## config.mk

```make
export PLATFORM = sky130hd
export DESIGN_NAME = vector_crypto_group_legality
export DESIGN_NICKNAME = d
export VERILOG_FILES = /design/src/pkg/vcrypto_pkg.sv /design/src/hdl/vector_crypto_group_legality.sv /design/src/hdl/reg_overlap.sv
export SDC_FILE = /design/constraint.sdc
export NUM_CORES = 1
export LEC_CHECK = 0
export BUFFER_PORTS_ARGS = -buffer_cell sky130_fd_sc_hd__buf_2
export CORE_ASPECT_RATIO = 1.75
export CORE_MARGIN = 10
export CORE_UTILIZATION = 53
export CTS_BUF_LIST = sky130_fd_sc_hd__clkbuf_8
export DETAILED_ROUTE_END_ITERATION = 12
export PLACE_DENSITY = 0.83
export SETUP_SLACK_MARGIN = 0.5
export SYNTH_ARGS = -nofsm -noshare
export SYNTH_HDL_FRONTEND = slang
export SYNTH_HIERARCHICAL = 1
export SYNTH_SLANG_ARGS = --single-unit
export TNS_END_PERCENT = 1
```

## constraint.sdc

```tcl
create_clock -name clk -period 2.1 [get_ports clk]
set_input_delay 0.21 -clock clk [delete_from_list [all_inputs] [get_ports clk]]
set_output_delay 0.21 -clock clk [all_outputs]
set_load 0.05 [all_outputs]
```

## src/pkg/vcrypto_pkg.sv

```systemverilog
// Package: constants and types for vector crypto group legality checks
package vcrypto_pkg;
  localparam int unsigned VLEN_DEFAULT = 128;
  localparam logic [8:0] WIDTH_128 = 9'h080;
  localparam logic [8:0] WIDTH_256 = 9'h100;
  localparam logic [3:0] SIZE_4 = 4'h4;
  localparam logic [3:0] SIZE_8 = 4'h8;
  localparam logic [6:0] SEW_32 = 7'h20;
  localparam logic [6:0] SEW_64 = 7'h40;
  localparam logic [7:0] SCALAR_GROUP_BITS = 8'h80;
  localparam int unsigned LATENCY_CYCLES = 2;
  // Vector SEW encoding (vsew field)
  localparam logic [2:0] VSEW_32 = 3'h2;
  localparam logic [2:0] VSEW_64 = 3'h3;

  typedef enum logic [3:0] {
    op_aes_vv,
    op_aes_vs,
    op_sha2_compress,
    op_sha2_msg_sched,
    op_ghash,
    op_sm4_key,
    op_sm4_round_vv,
    op_sm4_round_vs,
    op_sm3_expand,
    op_sm3_compress,
    op_clmul,
    op_none
  } crypto_op_t;

  typedef enum logic [1:0] {
    st_idle,
    st_busy,
    st_done
  } check_state_t;
endpackage

```

## src/hdl/vector_crypto_group_legality.sv

```systemverilog
// Legality checker and element group setup for vector crypto instructions
`timescale 1ns/10ps
module vector_crypto_group_legality
  import vcrypto_pkg::*;
#(
  parameter int unsigned VLEN = VLEN_DEFAULT,
  // Clear for the narrow hash variant, which reserves SEW 64 on the SHA-2 ops
  parameter bit SHA2_WIDE = 1'b1
) (
  input wire logic clk,
  input wire logic rst_n,
  input wire logic req_valid,
  input wire crypto_op_t req_op,
  input wire logic [4:0] vd,
  input wire logic [4:0] vs1,
  input wire logic [4:0] vs2,
  input wire logic [2:0] vsew,
  input wire logic [2:0] vlmul,
  input wire logic [15:0] vl,
  input wire logic [15:0] vstart,
  input wire logic vm,
  input wire logic vta,
  input wire logic vma,
  output logic rsp_valid,
  output logic illegal_instr,
  output logic [15:0] group_count,
  output logic [15:0] group_start,
  output logic [3:0] group_size_elements,
  output logic [8:0] group_width_bits,
  output logic [6:0] effective_element_width,
  output logic [3:0] scalar_regs,
  output logic [4:0] sub_opcode,
  output logic scalar_form,
  output logic tail_agnostic,
  output logic mask_agnostic,
  output logic masked
);
  // A scalar group is 128 bits, so narrow registers are ganged to hold it
  localparam logic [3:0] SCALAR_REGS_C =
    (VLEN >= 128) ? 4'h1 : (VLEN == 64) ? 4'h2 : 4'h4;
  localparam logic [1:0] LAT_LAST = 2'(LATENCY_CYCLES - 1);

  check_state_t state_q, state_d;
  logic [1:0] cnt_q, cnt_d;
  logic ill_q, ill_d;
  logic [15:0] gcount_q, gcount_d;
  logic [15:0] gstart_q, gstart_d;
  logic [3:0] gsize_q, gsize_d;
  logic [8:0] gwidth_q, gwidth_d;
  logic [6:0] eew_q, eew_d;
  logic [3:0] sregs_q, sregs_d;
  logic [4:0] subop_q, subop_d;
  logic sform_q, sform_d;
  logic ta_q, ta_d;
  logic ma_q, ma_d;
  logic msk_q, msk_d;
  logic valid_q, valid_d;

  // Decode combinational signals
  logic [3:0] size_c;
  logic [8:0] width_c;
  logic [6:0] sew_bits;
  logic sew_ok;
  logic uses_groups;
  logic is_scalar;
  logic chk_vs1;
  logic chk_vs2;
  logic [3:0] dst_regs;
  logic [19:0] lmul_vlen;
  logic lmul_bad;
  logic align_bad;
  logic ov_vs1;
  logic ov_vs2;
  logic [3:0] src2_regs;
  logic [3:0] lmul_regs;

  always_comb begin
    sew_bits = (vsew == VSEW_64) ? SEW_64 : (vsew == VSEW_32) ? SEW_32 : 7'h00;
    size_c = SIZE_4;
    width_c = WIDTH_128;
    sew_ok = (vsew == VSEW_32);
    uses_groups = 1'b1;
    is_scalar = 1'b0;
    chk_vs1 = 1'b0;
    chk_vs2 = 1'b0;
    case (req_op)
      op_aes_vv, op_ghash, op_sm4_key, op_sm4_round_vv: begin
      end
      op_aes_vs: begin
        is_scalar = 1'b1;
        chk_vs2 = 1'b1;
      end
      op_sm4_round_vs: begin
        is_scalar = 1'b1;
        chk_vs2 = 1'b1;
      end
      op_sha2_compress, op_sha2_msg_sched: begin
        chk_vs1 = 1'b1;
        chk_vs2 = 1'b1;
        if (vsew == VSEW_64) begin
          width_c = WIDTH_256;
        end
        sew_ok = (vsew == VSEW_32) || (SHA2_WIDE && (vsew == VSEW_64));
      end
      op_sm3_expand, op_sm3_compress: begin
        size_c = SIZE_8;
        width_c = WIDTH_256;
        chk_vs2 = 1'b1;
      end
      op_clmul: begin
        uses_groups = 1'b0;
        sew_ok = (vsew == VSEW_64);
      end
      default: begin
        uses_groups = 1'b0;
        sew_ok = 1'b0;
      end
    endcase
  end

  // LMUL*VLEN; fractional LMUL codes shift right
  always_comb begin
    lmul_vlen = 20'(VLEN);
    lmul_regs = 4'h1;
    case (vlmul)
      3'h0: lmul_regs = 4'h1;
      3'h1: lmul_regs = 4'h2;
      3'h2: lmul_regs = 4'h4;
      3'h3: lmul_regs = 4'h8;
      default: lmul_regs = 4'h1;
    endcase
    case (vlmul)
      3'h0, 3'h1, 3'h2, 3'h3: lmul_vlen = 20'(VLEN) << vlmul;
      3'h5: lmul_vlen = 20'(VLEN) >> 3;
      3'h6: lmul_vlen = 20'(VLEN) >> 2;
      3'h7: lmul_vlen = 20'(VLEN) >> 1;
      default: lmul_vlen = 20'h0_0000;
    endcase
    // Reserved vlmul code never gives a legal group
    lmul_bad = uses_groups && (lmul_vlen < {11'h000, width_c});
    // Group size is a power of two, so a low-bit mask tests the multiple
    align_bad = uses_groups &&
                (((vl & 16'({12'h000, size_c} - 16'h0001)) != 16'h0000) ||
                 ((vstart & 16'({12'h000, size_c} - 16'h0001)) != 16'h0000));
    dst_regs = lmul_regs;
    src2_regs = is_scalar ? SCALAR_REGS_C : lmul_regs;
  end

  reg_overlap u_ov_vs2 (
    .a_base(vd),
    .a_count(dst_regs),
    .b_base(vs2),
    .b_count(src2_regs),
    .hit(ov_vs2)
  );

  reg_overlap u_ov_vs1 (
    .a_base(vd),
    .a_count(dst_regs),
    .b_base(vs1),
    .b_count(lmul_regs),
    .hit(ov_vs1)
  );

  // Every reserved case except vlmul code 4 on op_clmul is folded into one illegal flag: no other undefined result
  // ever escapes, at the cost of giving software no finer cause code
  logic overlap_bad;
  logic sew_bad;
  logic reserved_c;
  logic illegal_c;

  always_comb begin
    overlap_bad = (chk_vs2 && ov_vs2) || (chk_vs1 && ov_vs1);
    sew_bad = !sew_ok;
    reserved_c = align_bad || sew_bad || overlap_bad;
    illegal_c = lmul_bad || reserved_c;
  end

  // Fixed latency: every request spends LATENCY_CYCLES in st_busy and one cycle in st_done, whatever its operands
  always_comb begin
    state_d = state_q;
    cnt_d = cnt_q;
    ill_d = ill_q;
    gcount_d = gcount_q;
    gstart_d = gstart_q;
    gsize_d = gsize_q;
    gwidth_d = gwidth_q;
    eew_d = eew_q;
    sregs_d = sregs_q;
    subop_d = subop_q;
    sform_d = sform_q;
    ta_d = ta_q;
    ma_d = ma_q;
    msk_d = msk_q;
    valid_d = 1'b0;
    // A request seen while busy is dropped; the issuer must wait for rsp_valid
    case (state_q)
      st_idle: begin
        if (req_valid) begin
          ill_d = illegal_c;
          gsize_d = uses_groups ? size_c : 4'h1;
          gwidth_d = uses_groups ? width_c : {2'b00, sew_bits};
          eew_d = sew_bits;
          gcount_d = (size_c == SIZE_8) ? (vl >> 3) : (vl >> 2);
          gstart_d = (size_c == SIZE_8) ? (vstart >> 3) : (vstart >> 2);
          if (!uses_groups) begin
            gcount_d = vl;
            gstart_d = vstart;
          end
          sregs_d = is_scalar ? SCALAR_REGS_C : 4'h0;
          subop_d = is_scalar ? vs1 : 5'h00;
          sform_d = is_scalar;
          ta_d = vta;
          ma_d = vma;
          msk_d = !vm;
          cnt_d = 2'b00;
          state_d = st_busy;
        end
      end
      st_busy: begin
        if (cnt_q == LAT_LAST) begin
          state_d = st_done;
        end else begin
          cnt_d = cnt_q + 2'b01;
        end
      end
      st_done: begin
        valid_d = 1'b1;
        state_d = st_idle;
      end
      default: state_d = st_idle;
    endcase
  end

  always_ff @(posedge clk or negedge rst_n) begin
    if (!rst_n) begin
      state_q <= st_idle;
      cnt_q <= 2'b00;
      ill_q <= 1'b0;
      gcount_q <= 16'h0000;
      gstart_q <= 16'h0000;
      gsize_q <= 4'h0;
      gwidth_q <= 9'h000;
      eew_q <= 7'h00;
      sregs_q <= 4'h0;
      subop_q <= 5'h00;
      sform_q <= 1'b0;
      ta_q <= 1'b0;
      ma_q <= 1'b0;
      msk_q <= 1'b0;
      valid_q <= 1'b0;
    end else begin
      state_q <= state_d;
      cnt_q <= cnt_d;
      ill_q <= ill_d;
      gcount_q <= gcount_d;
      gstart_q <= gstart_d;
      gsize_q <= gsize_d;
      gwidth_q <= gwidth_d;
      eew_q <= eew_d;
      sregs_q <= sregs_d;
      subop_q <= subop_d;
      sform_q <= sform_d;
      ta_q <= ta_d;
      ma_q <= ma_d;
      msk_q <= msk_d;
      valid_q <= valid_d;
    end
  end

  // Element order within a group is the datapath's: index 0 is the rightmost
  // Result fields stand until the next accepted request
  assign rsp_valid = valid_q;
  assign illegal_instr = ill_q;
  assign group_count = gcount_q;
  assign group_start = gstart_q;
  assign group_size_elements = gsize_q;
  assign group_width_bits = gwidth_q;
  assign effective_element_width = eew_q;
  assign scalar_regs = sregs_q;
  assign sub_opcode = subop_q;
  assign scalar_form = sform_q;
  assign tail_agnostic = ta_q;
  assign mask_agnostic = ma_q;
  assign masked = msk_q;
endmodule

```

## src/hdl/reg_overlap.sv

```systemverilog
// Overlap test between two vector register groups
`timescale 1ns/10ps
module reg_overlap (
  input wire logic [4:0] a_base,
  input wire logic [3:0] a_count,
  input wire logic [4:0] b_base,
  input wire logic [3:0] b_count,
  output logic hit
);
  logic [5:0] a_end;
  logic [5:0] b_end;
  always_comb begin
    a_end = {1'b0, a_base} + {2'b00, a_count};
    b_end = {1'b0, b_base} + {2'b00, b_count};
    hit = ({1'b0, a_base} < b_end) && ({1'b0, b_base} < a_end);
  end
endmodule

```

* After elaboration in Yosys (flattened, before gate mapping)
Index checks and enable logic that the tools add are counted.
Word-level totals: memory bits (read-only) 0, flip-flop bits (word level) 71, latch bits 0, output and inout bits 67, bits of input ports 63, bits in writable memories 0, logic and storage cells 111, memories kept 0
Operators by class: multiply operators 0, $add $sub $neg 5, reductions and logical operators 30, shift operators 1, equal/unequal tests 25, divide/modulo/power cells 0, $lt $le $gt $ge 5, bitwise operators 2, multiplexer cells 28
Operators by type and width (number):
- $pmux 20 s4 | 1
- $and 16x16->16 | 2
- $mux 16 | 2
- $reduce_bool 16->1 | 2
- $mux 14 | 2
- $lt 5x6->1 | 4
- $lt 20x9->1 | 1
- $shl 8x3->20 const A | 1
- $add 5x4->6 | 3
- $mux 9 | 2
- $pmux 9 s2 | 1
- $eq 4x3->1 const B | 4
- $eq 4x4->1 const B | 4
- $eq 3x2->1 const B | 4
- $mux 4 | 3
- $pmux 4 s3 | 1
- $reduce_or 10->1 | 1
- $eq 3x3->1 const B | 3
- $eq 4x2->1 const B | 2
- $mux 2 | 4
- $pmux 2 s2 | 2
- $reduce_or 8->1 | 1
- $mux 7 | 1
- $logic_and 1x1->1 | 6
- 22 further kinds | 39

* Depth between registers and ports, before layout
Gate-level depths: netlist (run 1).
depth in word-level cells 11, depth in mapped cells 19, mapped depth without buffers 17

* Cells and area by module
The synthesis (run 1) kept the hierarchy.
Modules (own cells, without submodules):
- vector_crypto_group_legality | seq. area each 1401.3 µm², area each 3050.4 µm², cells an instance 335, times used 1
- reg_overlap | seq. area each 0.0 µm², area each 498.0 µm², cells an instance 61, times used 2

* Least setup slack after synthesis (run 1)
Ideal clock, no wire load.
path kind input port to flip-flop, start in req_op[2], end reg ill_q, in the netlist illegal_instr, arrival 2.839 ns, path buffers 2, path slack -0.823 ns, cell stages on the path 19, setup time 0.084 ns, data required time 2.016 ns, cells stage by stage buf_6 or2_1 buf_6 nand2_1 nand3b_1 nand2b_1 ha_1 inv_1 fa_1 inv_1 a21o_1 a21oi_2 xor2_1 ha_1 a21oi_1 o21ai_0 a22oi_1 nand2_1 a41oi_2
On the way: longest elaborated chain between the ends 11, elaborated cells on any way between the ends 44, classes of those cells 2 x add/sub; 2 x order compare; 10 x eq/ne; 8 x mux; 2 x bitwise; 20 x reduce/logical
Ends and longest elaborated chain:
- from (decl) | RTL line vector_crypto_group_legality.sv:13 | input wire crypto_op_t req_op,
- $eq 4x3->1 / $eq 4x1->1 (equally long branches) | RTL line vector_crypto_group_legality.sv:86 | case (req_op)
- $reduce_or 2->1 (no source line) *
- $mux 1 * | RTL line vector_crypto_group_legality.sv:86
- $mux 4 * | RTL line vector_crypto_group_legality.sv:146 | src2_regs = is_scalar ? SCALAR_REGS_C : lmul_regs;
- named net src2_regs[0] | RTL line vector_crypto_group_legality.sv:74 | logic [3:0] src2_regs;
- $add 5x4->6 * | RTL line reg_overlap.sv:14 | b_end = {1'b0, b_base} + {2'b00, b_count};
- $lt 5x6->1 * | RTL line reg_overlap.sv:15 | hit = ({1'b0, a_base} < b_end) && ({1'b0, b_base} < a_end);
- $logic_and 1x1->1 * | RTL line reg_overlap.sv:15
- named net ov_vs2 | RTL line vector_crypto_group_legality.sv:73 | logic ov_vs2;
- $logic_and 1x1->1 * | RTL line vector_crypto_group_legality.sv:173 | overlap_bad = (chk_vs2 && ov_vs2) || (chk_vs1 && ov_vs1);
- $logic_or 1x1->1 * | RTL line vector_crypto_group_legality.sv:173
- $logic_or 1x1->1 * | RTL line vector_crypto_group_legality.sv:175 | reserved_c = align_bad || sew_bad || overlap_bad;
- $logic_or 1x1->1 * | RTL line vector_crypto_group_legality.sv:176 | illegal_c = lmul_bad || reserved_c;
- to (signal assigned) | RTL line vector_crypto_group_legality.sv:255 | ill_q <= ill_d;
- to (decl) | RTL line vector_crypto_group_legality.sv:45 | logic ill_q, ill_d;
Mark *: on every way through the listed nets, which the timed path passes. The rest lies on a longest branch. A chain may end at the register's enable or synchronous reset.

* Worst setup path after layout (run 1)
start in req_op[1], end reg ill_q, in the netlist illegal_instr
Same word-level chain as after synthesis.

==> flow_summary.ini, run 1 <==
[die]
dieArea_um2 = 11670
start_util_pct = 53.85
core_area_um2 = 7515
row_count = 42
die_y_um = 135.6
num_io_pins = 130
die_w_um = 86.05

[placement]
dp_cells = 681
dpl.hpwl_mm = 9.737
finalWeightedCongestion = 0.9177
io_buffers = 115

[job]
maxCapViolations = 0

[route]
remaining_drc_errors = 0
initialDrtViolationCount = 207
avgViaCountPerCell = 5.764
drtAntennaViolNets = 0
drtPass1Iterations = 5
via_count = 3983
drt_wl_total_mm = 12.37
wl_per_cell_um = 17.91

[clock_network]
cts_max_path_buffers = 2
root_buffer = clkbuf_8
cts_hold_buf = 0
path_clk_slew_ps = 100
clock_latency_ps = 330
htree_num_levels = 2
cts_tree = yes
numCtsBuffers = 5
cts.sinks = 56

[timing]
fin_crit_sh_pct = 120.8
maxSlewHeadroom_pct = 53.54
finalClockSkew_ps = 7.336
worst_pin_slew_ps = 696.8
fmax_mhz = 394.1
timing.final.ws_setup_ps = -437.7
layout_min_cycle_time_ps = 2538
maxSlewViolCount = 0
setup_viol = 1
hold_viol = 0
rsz0062_at_grt = yes

[layout]
nets = 703
seq_area_um2 = 1401
diodes = 0
syn2layout_area_growth_pct = 29.62
fin_cells = 691
nFillCells = 591
drive_above_1_share_pct = 34.66
multi_input_area_um2 = 2539

[critical_path]
path_common_cell = nand2_1
crit_chain = buf_6, or2_1, nand2_1, nand3b_1, nand2b_1, ha_2, inv_2, fa_2, xor2_1, ha_1, a21o_1, a31oi_2, o21ai_1, a22oi_2, nand2_1, a41oi_2
critPathTopFamily = adder cells
crit_arrival_ps = 2790
crit_slowest_cell = fa_2
worstSetupPathType = input pin to flop
end_kind = flop
cp_max_fo = 3
worstPathRequired_ps = 2350
path_buf_inv = 2
critPathMaxStageDelay_ps = 360
start_kind = input pin

[yosys]
syn-mean-instance-area_um2 = 8.854
syn_area_um2 = 4046
synthArstFlopShare_pct = 100.0
ys.flop_type = dfrtp_1
synth.yosys.warnings = 6
ys_types = 49
synthCells = 457
synth_edf_count = 0
ys_seq_area_share_pct = 34.63
synth-seq-cells = 56

[grt]
grt_use_total_pct = 19.95
grt_overflow = 0
antenna_found_initial = 0
grt_start_max_net_pins = 68
grt_pass1_wl_mm = 18.82
grt_pass1_vias = 3934

[pwr]
ir_drop_v = 0.0004851
power.density_nw_per_um2 = 1157
finalPower_w = 0.006068
leakage_nw = 2.785

[status]
outcome = finished with violations
violations = setup timing

[min_path]
hold_class = input pin to async pin
==> path summary, 6_finish.rpt <==
kind | depth (start not counted) | slack [ps] | from | endpoint
hold reg to reg | 1 | 480 | group_start[6]$_DFFE_PN0P_ | group_start[6]$_DFFE_PN0P_
hold / removal | 2 | 3 | rst_n | group_count[6]$_DFFE_PN0P_
setup / recovery | 16 | -440 | req_op[1] | illegal_instr$_DFFE_PN0P_
max in group asynchronous | 2 | 1640 | rst_n | group_start[2]$_DFFE_PN0P_
setup reg to reg | 5 | 490 | state_q[0]$_DFFE_PN0P_ | group_count[2]$_DFFE_PN0P_
min in group clk | 2 | 70 | vm | masked$_DFFE_PN0P_
==> cell usage after synthesis, types with 8 or more instances <==
library cell | n | share of area, %
a21o_1 | 32 | 5.9
a21oi_1 | 17 | 2.1
a221o_1 | 8 | 2.0
a311oi_1 | 18 | 3.9
a31oi_1 | 8 | 1.2
buf_2 | 17 | 2.1
buf_4 | 15 | 2.8
dfrtp_1 | 56 | 35
ha_1 | 34 | 11
inv_1 | 20 | 1.9
nand2_1 | 71 | 6.6
nand2b_1 | 13 | 2.0
nor2_1 | 28 | 2.6
nor2b_1 | 8 | 1.2
o21ai_0 | 27 | 3.3
xor2_1 | 12 | 2.6
==> logic make-up (layout without fill, tap and decap cells) <==
family,count (synthesis),count (layout),synth area share (%)
adder cells (fa/ha/maj),38,38,12.49
AND/OR/NAND/NOR,150,150,17.53
multiplexers,1,1,0.2474
buffers and inverters,62,195,8.410
flip-flops,56,56,34.63
XOR/XNOR,12,12,2.597
other,1,14,0.09268
AO/OA/AOI/OAI,137,137,24.00
==> repair_timing <==
item                                    CTS  global route
resized for setup                        11            22
pin swaps                                 4            16
endpoints found under the hold margin     0             0
gates cloned                              0             0
endpoints found under the setup margin    8            29
setup buffers                             1             1
==> area by class of cell <==
type | instances | area share, %
Sequential cell | 56 | 26.72
Multi-Input combinational cell | 352 | 48.40
Clock buffer | 5 | 1.312
Inverter | 20 | 1.431
Tap cell | 88 | 2.099
Timing Repair Buffer | 167 | 19.13
Clock inverter | 3 | 0.9065
==> metrics by stage <==
step / utilization, % / cell area (µm²) / setup WS, ps / hold WS [ps] / setup TNS, ps
6_report: 69.80 / 5245 / -437.7 / 3.283 / -437.7
5_1_grt: 69.80 / 5245 / -566.0 / 63.84 / -566.0
4_1_cts: 67.65 / 5084 / -399.2 / 25.49 / -399.2
3_5_place_dp: 65.32 / 4908 / -929.3 / 384.7 / -929.3
3_3_place_gp: 65.32 / 4908 / -828.0 / 377.5 / -828.0
2_1_floorplan: - / 4100 / -733.8 / -85.59 / -733.8
==> power breakdown <==
group          internal, W  total, W  switching [W]
sequential         0.00152   0.00177       0.000251
combinational      0.00104   0.00357        0.00253
clock             0.000360  0.000731       0.000371
==> cell usage in the layout (no fill, tap or decap), types with 7 or more instances in the layout <==
cell type    n
o21ai_0     26
conb_1      14
dfrtp_1     56
nand2b_1    13
nor2_1      27
nor2b_1      8
a221o_1      8
xor2_1      12
inv_1       19
ha_1        31
buf_4       49
buf_2      114
a31oi_1      7
a21o_1      32
a21oi_1     17
a311oi_2     8
nand2_1     71
==> state kept, by name (all words and copies together) (netlist names) <==
register,cells
group_start,16
group_count,16
rsp_valid,1
masked,1
mask_agnostic,1
group_size_elements,3
tail_agnostic,1
sub_opcode,5
effective_element_width,2
scalar_form,1
state_q,2
illegal_instr,1
cnt_q,2
group_width_bits,4
==> worst register-to-register path: stages, from the launching register on <==
cell and delay [ps]:
dfrtp_1 440, nand2b_4 170, or2_4 280, buf_16 210, a311oi_4 350, a21o_1 130
==> layer usage <==
metal / vias up / GRT usage, % / share of wire [%]
met5: - / 0 / 0
met4: 0 / 12.04 / 5.1
met3: 41 / 4.337 / 7.6
met2: 179 / 35.68 / 53
met1: 1880 / 20.32 / 34
li1: 1883 / - / -
No activity file was read; power rests on OpenSTA's default activity.
==> run 2: changes to the inputs <==
--- a/config.mk
+++ b/config.mk
@@ -5,12 +5,14 @@
 export SDC_FILE = /design/constraint.sdc
 export NUM_CORES = 1
 export LEC_CHECK = 0
+export ABC_AREA = 1
 export BUFFER_PORTS_ARGS = -buffer_cell sky130_fd_sc_hd__buf_2
 export CORE_ASPECT_RATIO = 1.75
 export CORE_MARGIN = 10
 export CORE_UTILIZATION = 53
 export CTS_BUF_LIST = sky130_fd_sc_hd__clkbuf_8
 export DETAILED_ROUTE_END_ITERATION = 12
+export GPL_ROUTABILITY_DRIVEN = 0
 export PLACE_DENSITY = 0.83
 export SETUP_SLACK_MARGIN = 0.5
 export SYNTH_ARGS = -nofsm -noshare
==> flow_summary.ini, run 2 <==
[status]
outcome = finished with violations
violations = hold timing, setup timing

[layout]
layout_common_cells = nand2_1, buf_2, inv_1
fin_cells = 765
postLayoutCoreUtil_pct = 68.88
nets = 776
drive_above_1_share_pct = 31.36
syn2layout_area_growth_pct = 27.94
final_common_cell = nand2_1
nFillCells = 643
multi_input_area_um2 = 2297
seq_area_um2 = 1401

[route]
drt_wl_total_mm = 12.73
drtPass1Iterations = 5
remaining_drc_errors = 0
drtAntennaViolNets = 0
wl_per_cell_um = 16.64
avgViaCountPerCell = 5.498
initialDrtViolationCount = 365
via_count = 4206

[timing]
maxSlewViolCount = 0
layout_min_cycle_time_ps = 2483
fmax_mhz = 402.7
fin_crit_sh_pct = 118.3
rsz0062_at_grt = yes
setup_viol = 1
hold_viol = 3
timing.hold.ws_ps = -7.274
worst_pin_slew_ps = 693.0
timing.final.ws_setup_ps = -383.5
finalClockSkew_ps = 8.580
maxSlewHeadroom_pct = 53.80

[yosys]
synth.yosys.warnings = 6
synthArstFlopShare_pct = 100.0
synth_top_area_cell = dfrtp_1
synth.top_cell.area_share_pct = 34.88
yosys-top-cells-area = dfrtp_1, nand2_1, ha_1
synth-seq-cells = 56
syn-mean-instance-area_um2 = 7.552
synthTopCellsByCount = nand2_1, inv_1, dfrtp_1, ha_1, nor2_1
synthCells = 532
ys_seq_area_share_pct = 34.88
synth_edf_count = 0
ys_types = 38
ys.flop_type = dfrtp_1
syn_area_um2 = 4018
synthMostInstantiatedCell = nand2_1

[grt]
grt_overflow = 0
antenna_found_initial = 1
grt_pass1_vias = 4296
grt_pass1_wl_mm = 19.87
grt_use_total_pct = 20.71
grt_start_max_net_pins = 69

[pwr]
power.density_nw_per_um2 = 1165
ir_drop_v = 0.0005006
leakage_nw = 2.881
finalPower_w = 0.005989

[placement]
dpl.hpwl_mm = 9.898
io_buffers = 115
dp_cells = 751

[die]
die_w_um = 85.82
row_count = 42
core_area_um2 = 7462
num_io_pins = 130
start_util_pct = 53.84
die_y_um = 135.2
dieArea_um2 = 11600

[clock_network]
cts_hold_buf = 0
cts_max_path_buffers = 2
root_buffer = clkbuf_8
clock_latency_ps = 320
numCtsBuffers = 5
htree_num_levels = 2
path_clk_slew_ps = 110
cts_tree = yes
cts.sinks = 56

[critical_path]
start_kind = input pin
worstSetupPathType = input pin to flop
critPathTopFamily = simple AND/OR/NAND/NOR gates
crit_arrival_ps = 2710
path_common_cell = nand2_1
crit_slowest_cell = fa_2
cp_max_fo = 4
critPathMaxStageDelay_ps = 350
path_buf_inv = 5
worstPathRequired_ps = 2320
end_kind = flop

[job]
maxCapViolations = 0

[min_path]
hold_class = input pin to async pin
==> run 2: cell types whose count changed after synthesis, moves of 10 or more <==
cell / change
o21ai_1: +15
nand2_1: +85
a21o_1: -30
a311oi_1: -18
o21ai_0: -13
inv_1: +51
nand3_1: +20
a21oi_1: +10
nand2b_1: -13
==> run 2: layout make-up <==
type | instances | area share [%]
inverters | 78 | 5.915
multi-input cells | 379 | 44.69
well taps | 88 | 2.142
repair buffers | 155 | 17.62
diodes | 1 | 0.04869
clock inverters | 3 | 0.9737
clock buffers | 5 | 1.339
flip-flops and latches | 56 | 27.26
==> run 2: through the flow <==
step                instance area [µm²]  hold WS (ps)  setup slack [ps]  setup TNS (ps)
detailed placement                 4833         396.3            -821.7          -821.7
global placement                   4833         372.1            -669.5          -669.5
floorplan                          4109        -85.59            -374.7          -374.7
global route                       5140         65.28            -520.3          -520.3
CTS                                5056         34.07            -283.3          -283.3
finish                             5140        -7.274            -383.5          -383.5
==> run 2: repair_timing <==
action	in CTS	in global routing
pin swaps	18	11
endpoints found under the hold margin	0	0
setup endpoints to repair	1	10
setup buffers	2	3
gates resized for setup	25	12
==> run 2: path summary, 6_finish.rpt <==
| path | end | slack (ps) | from | cells after the start |
|---|---|---|---|---|
| max in group asynchronous | group_count[0]$_DFFE_PN0P_ | 1630 | rst_n | 2 |
| hold reg to reg | rsp_valid$_DFF_PN0_ | 470 | state_q[0]$_DFFE_PN0P_ | 1 |
| setup reg to reg | group_start[7]$_DFFE_PN0P_ | 570 | state_q[1]$_DFFE_PN0P_ | 5 |
| min in group clk | masked$_DFFE_PN0P_ | 60 | vm | 2 |
| setup / recovery | illegal_instr$_DFFE_PN0P_ | -380 | vlmul[2] | 25 |
| hold / removal | group_start[0]$_DFFE_PN0P_ | -7 | rst_n | 2 |
==> run 2: report_power, final <==
part | leakage, nW | switching, W | internal [W]
Combinational | 2.11 | 0.00261 | 0.000873
Clock | 0.0607 | 0.000386 | 0.000368
Sequential | 0.706 | 0.000238 | 0.00151
==> run 2: per-layer routing <==
layer  global-route usage (%)  share of wire, %
met3                    4.940               8.6
met4                    12.41               5.0
met2                    36.71                51
met5                        0                 0
met1                    21.26                35
==> run 2: cell families after synthesis <==
logic type	share of synthesized area, %
flops	34.88
other cells	0.09334
simple gates	23.73
compound gates	13.20
xor+xnor	2.616
fa+ha+maj	12.58
buf+inv	12.89
==> run 3: changes to the inputs <==
--- a/config.mk
+++ b/config.mk
@@ -13,8 +13,9 @@
 export CTS_BUF_LIST = sky130_fd_sc_hd__clkbuf_8
 export DETAILED_ROUTE_END_ITERATION = 12
 export GPL_ROUTABILITY_DRIVEN = 0
-export PLACE_DENSITY = 0.83
+export PLACE_DENSITY = 0.9
 export SETUP_SLACK_MARGIN = 0.5
+export SLEW_MARGIN = 20
 export SYNTH_ARGS = -nofsm -noshare
 export SYNTH_HDL_FRONTEND = slang
 export SYNTH_HIERARCHICAL = 1
==> flow_summary.ini, run 3 (synthesis results as in run 2) <==
[layout]
syn2layout_area_growth_pct = 29.09
layout_common_cells = nand2_1, buf_2, inv_1
fin_cells = 765
nFillCells = 555
drive_above_1_share_pct = 31.02
postLayoutCoreUtil_pct = 69.50
final_common_cell = nand2_1
diodes = 0
nets = 777

[placement]
dp_slack_ps = -821.5
dp_cells = 753
io_buffers = 115
dpl.hpwl_mm = 10.01

[grt]
grt_start_max_net_pins = 69
grt_pass1_wl_mm = 20.58
grt_overflow = 0
grtUsageMet2_pct = 37.04
top_usage_layer = met2
use_met3_pct = 6.024
gr-usage-met1_pct = 22.24
grt_use_total_pct = 21.60
antenna_found_initial = 0
grt_pass1_vias = 4421

[route]
drt_wl_total_mm = 12.92
via_count = 4204
remaining_drc_errors = 0
drtPass1Iterations = 6
drtAntennaViolNets = 0
avgViaCountPerCell = 5.495
initialDrtViolationCount = 349
wl_per_cell_um = 16.89

[clock_network]
cts.sinks = 56
clock_latency_ps = 320
path_clk_slew_ps = 110
root_buffer = clkbuf_8
numCtsBuffers = 5
htree_num_levels = 2
cts_tree = yes
cts_max_path_buffers = 2

[job]
maxCapViolations = 0

[die]
die_y_um = 135.2
start_util_pct = 53.84
row_count = 42
core_area_um2 = 7462
num_io_pins = 130
dieArea_um2 = 11600
die_w_um = 85.82

[critical_path]
cp_max_fo = 7
end_kind = flop
crit_slowest_cell = ha_1
crit_arrival_ps = 2660
critPathMaxStageDelay_ps = 340
start_kind = input pin
path_common_cell = nand2_1
worstSetupPathType = input pin to flop
worstPathRequired_ps = 2330

[timing]
fmax_mhz = 411.4
hold_viol = 0
setup_viol = 1
maxSlewViolCount = 0
worst_pin_slew_ps = 662.8
rsz0062_at_grt = yes
timing.final.ws_setup_ps = -330.6
maxSlewHeadroom_pct = 55.81
fin_crit_sh_pct = 115.7
finalClockSkew_ps = 3.562
layout_min_cycle_time_ps = 2431

[status]
violations = setup timing
outcome = finished with violations

[min_path]
hold_class = input pin to flop

[pwr]
leakage_nw = 2.893
power.density_nw_per_um2 = 1159
ir_drop_v = 0.0004446
run 3: layout make-up:
class / instances / area, µm² / share of cell area (%)
clock inverters: 3 / 46.29 / 0.8926
inverters: 78 / 300.3 / 5.790
flip-flops and latches: 56 / 1401 / 27.02
well taps: 88 / 110.1 / 2.123
clock buffers: 5 / 68.82 / 1.327
repair buffers: 156 / 945.9 / 18.24
multi-input cells: 379 / 2313 / 44.61
run 3: layer usage:
metal | vias to the layer above | wire (µm)
met5 | - | 0
met3 | 44 | 1168
met2 | 232 | 6568
met1 | 1962 | 4558
li1 | 1966 | -
met4 | 0 | 623
run 3: worst max-delay path, delay by kind of cell:
family / cells / cell delay [ps]
simple gates: 16 / 1070
buf+inv: 6 / 530
fa+ha+maj: 2 / 640
compound gates: 1 / 70
xor+xnor: 1 / 150
run 3: power breakdown:
| part | internal [W] | leakage, nW | switching (W) | total, W |
|---|---|---|---|---|
| Sequential | 0.00151 | 0.706 | 0.000227 | 0.00174 |
| Clock | 0.000360 | 0.0548 | 0.000393 | 0.000753 |
| Combinational | 0.000888 | 2.13 | 0.00263 | 0.00352 |
| Total | 0.00276 | 2.89 | 0.00325 | 0.00601 |
run 3: worst paths after layout:
check	start	end	slack, ps	cells after the start
max in group asynchronous	rst_n	group_start[15]$_DFFE_PN0P_	1070	3
worst min-delay path	vm	masked$_DFFE_PN0P_	60	2
worst max register to register	state_q[1]$_DFFE_PN0P_	group_count[10]$_DFFE_PN0P_	570	6
worst min register to register	state_q[0]$_DFFE_PN0P_	rsp_valid$_DFF_PN0_	480	1
min in group asynchronous	rst_n	group_count[15]$_DFFE_PN0P_	440	2
worst max-delay path	req_op[2]	illegal_instr$_DFFE_PN0P_	-330	26
run 3: what timing repair did:
item / in CTS / in global routing
gates resized for setup: 33 / 9
hold buffers: 1 / 0
endpoints found under the setup margin: 1 / 17
pin swaps: 22 / 3
endpoints found under the hold margin: 26 / 0
setup buffers: 3 / 0
run 3: through the flow:
step                cell area, µm²  setup TNS (ps)  power [W]  hold WS (ps)
floorplan                     4109          -374.7   0.004315        -85.59
detailed placement            4861          -821.5   0.005199         278.6
CTS                           5147          -258.1   0.005993         58.83
global placement              4861          -667.4   0.005083         267.6
finish                        5186          -330.6   0.006009         56.33
global route                  5186          -501.6   0.006357         75.86
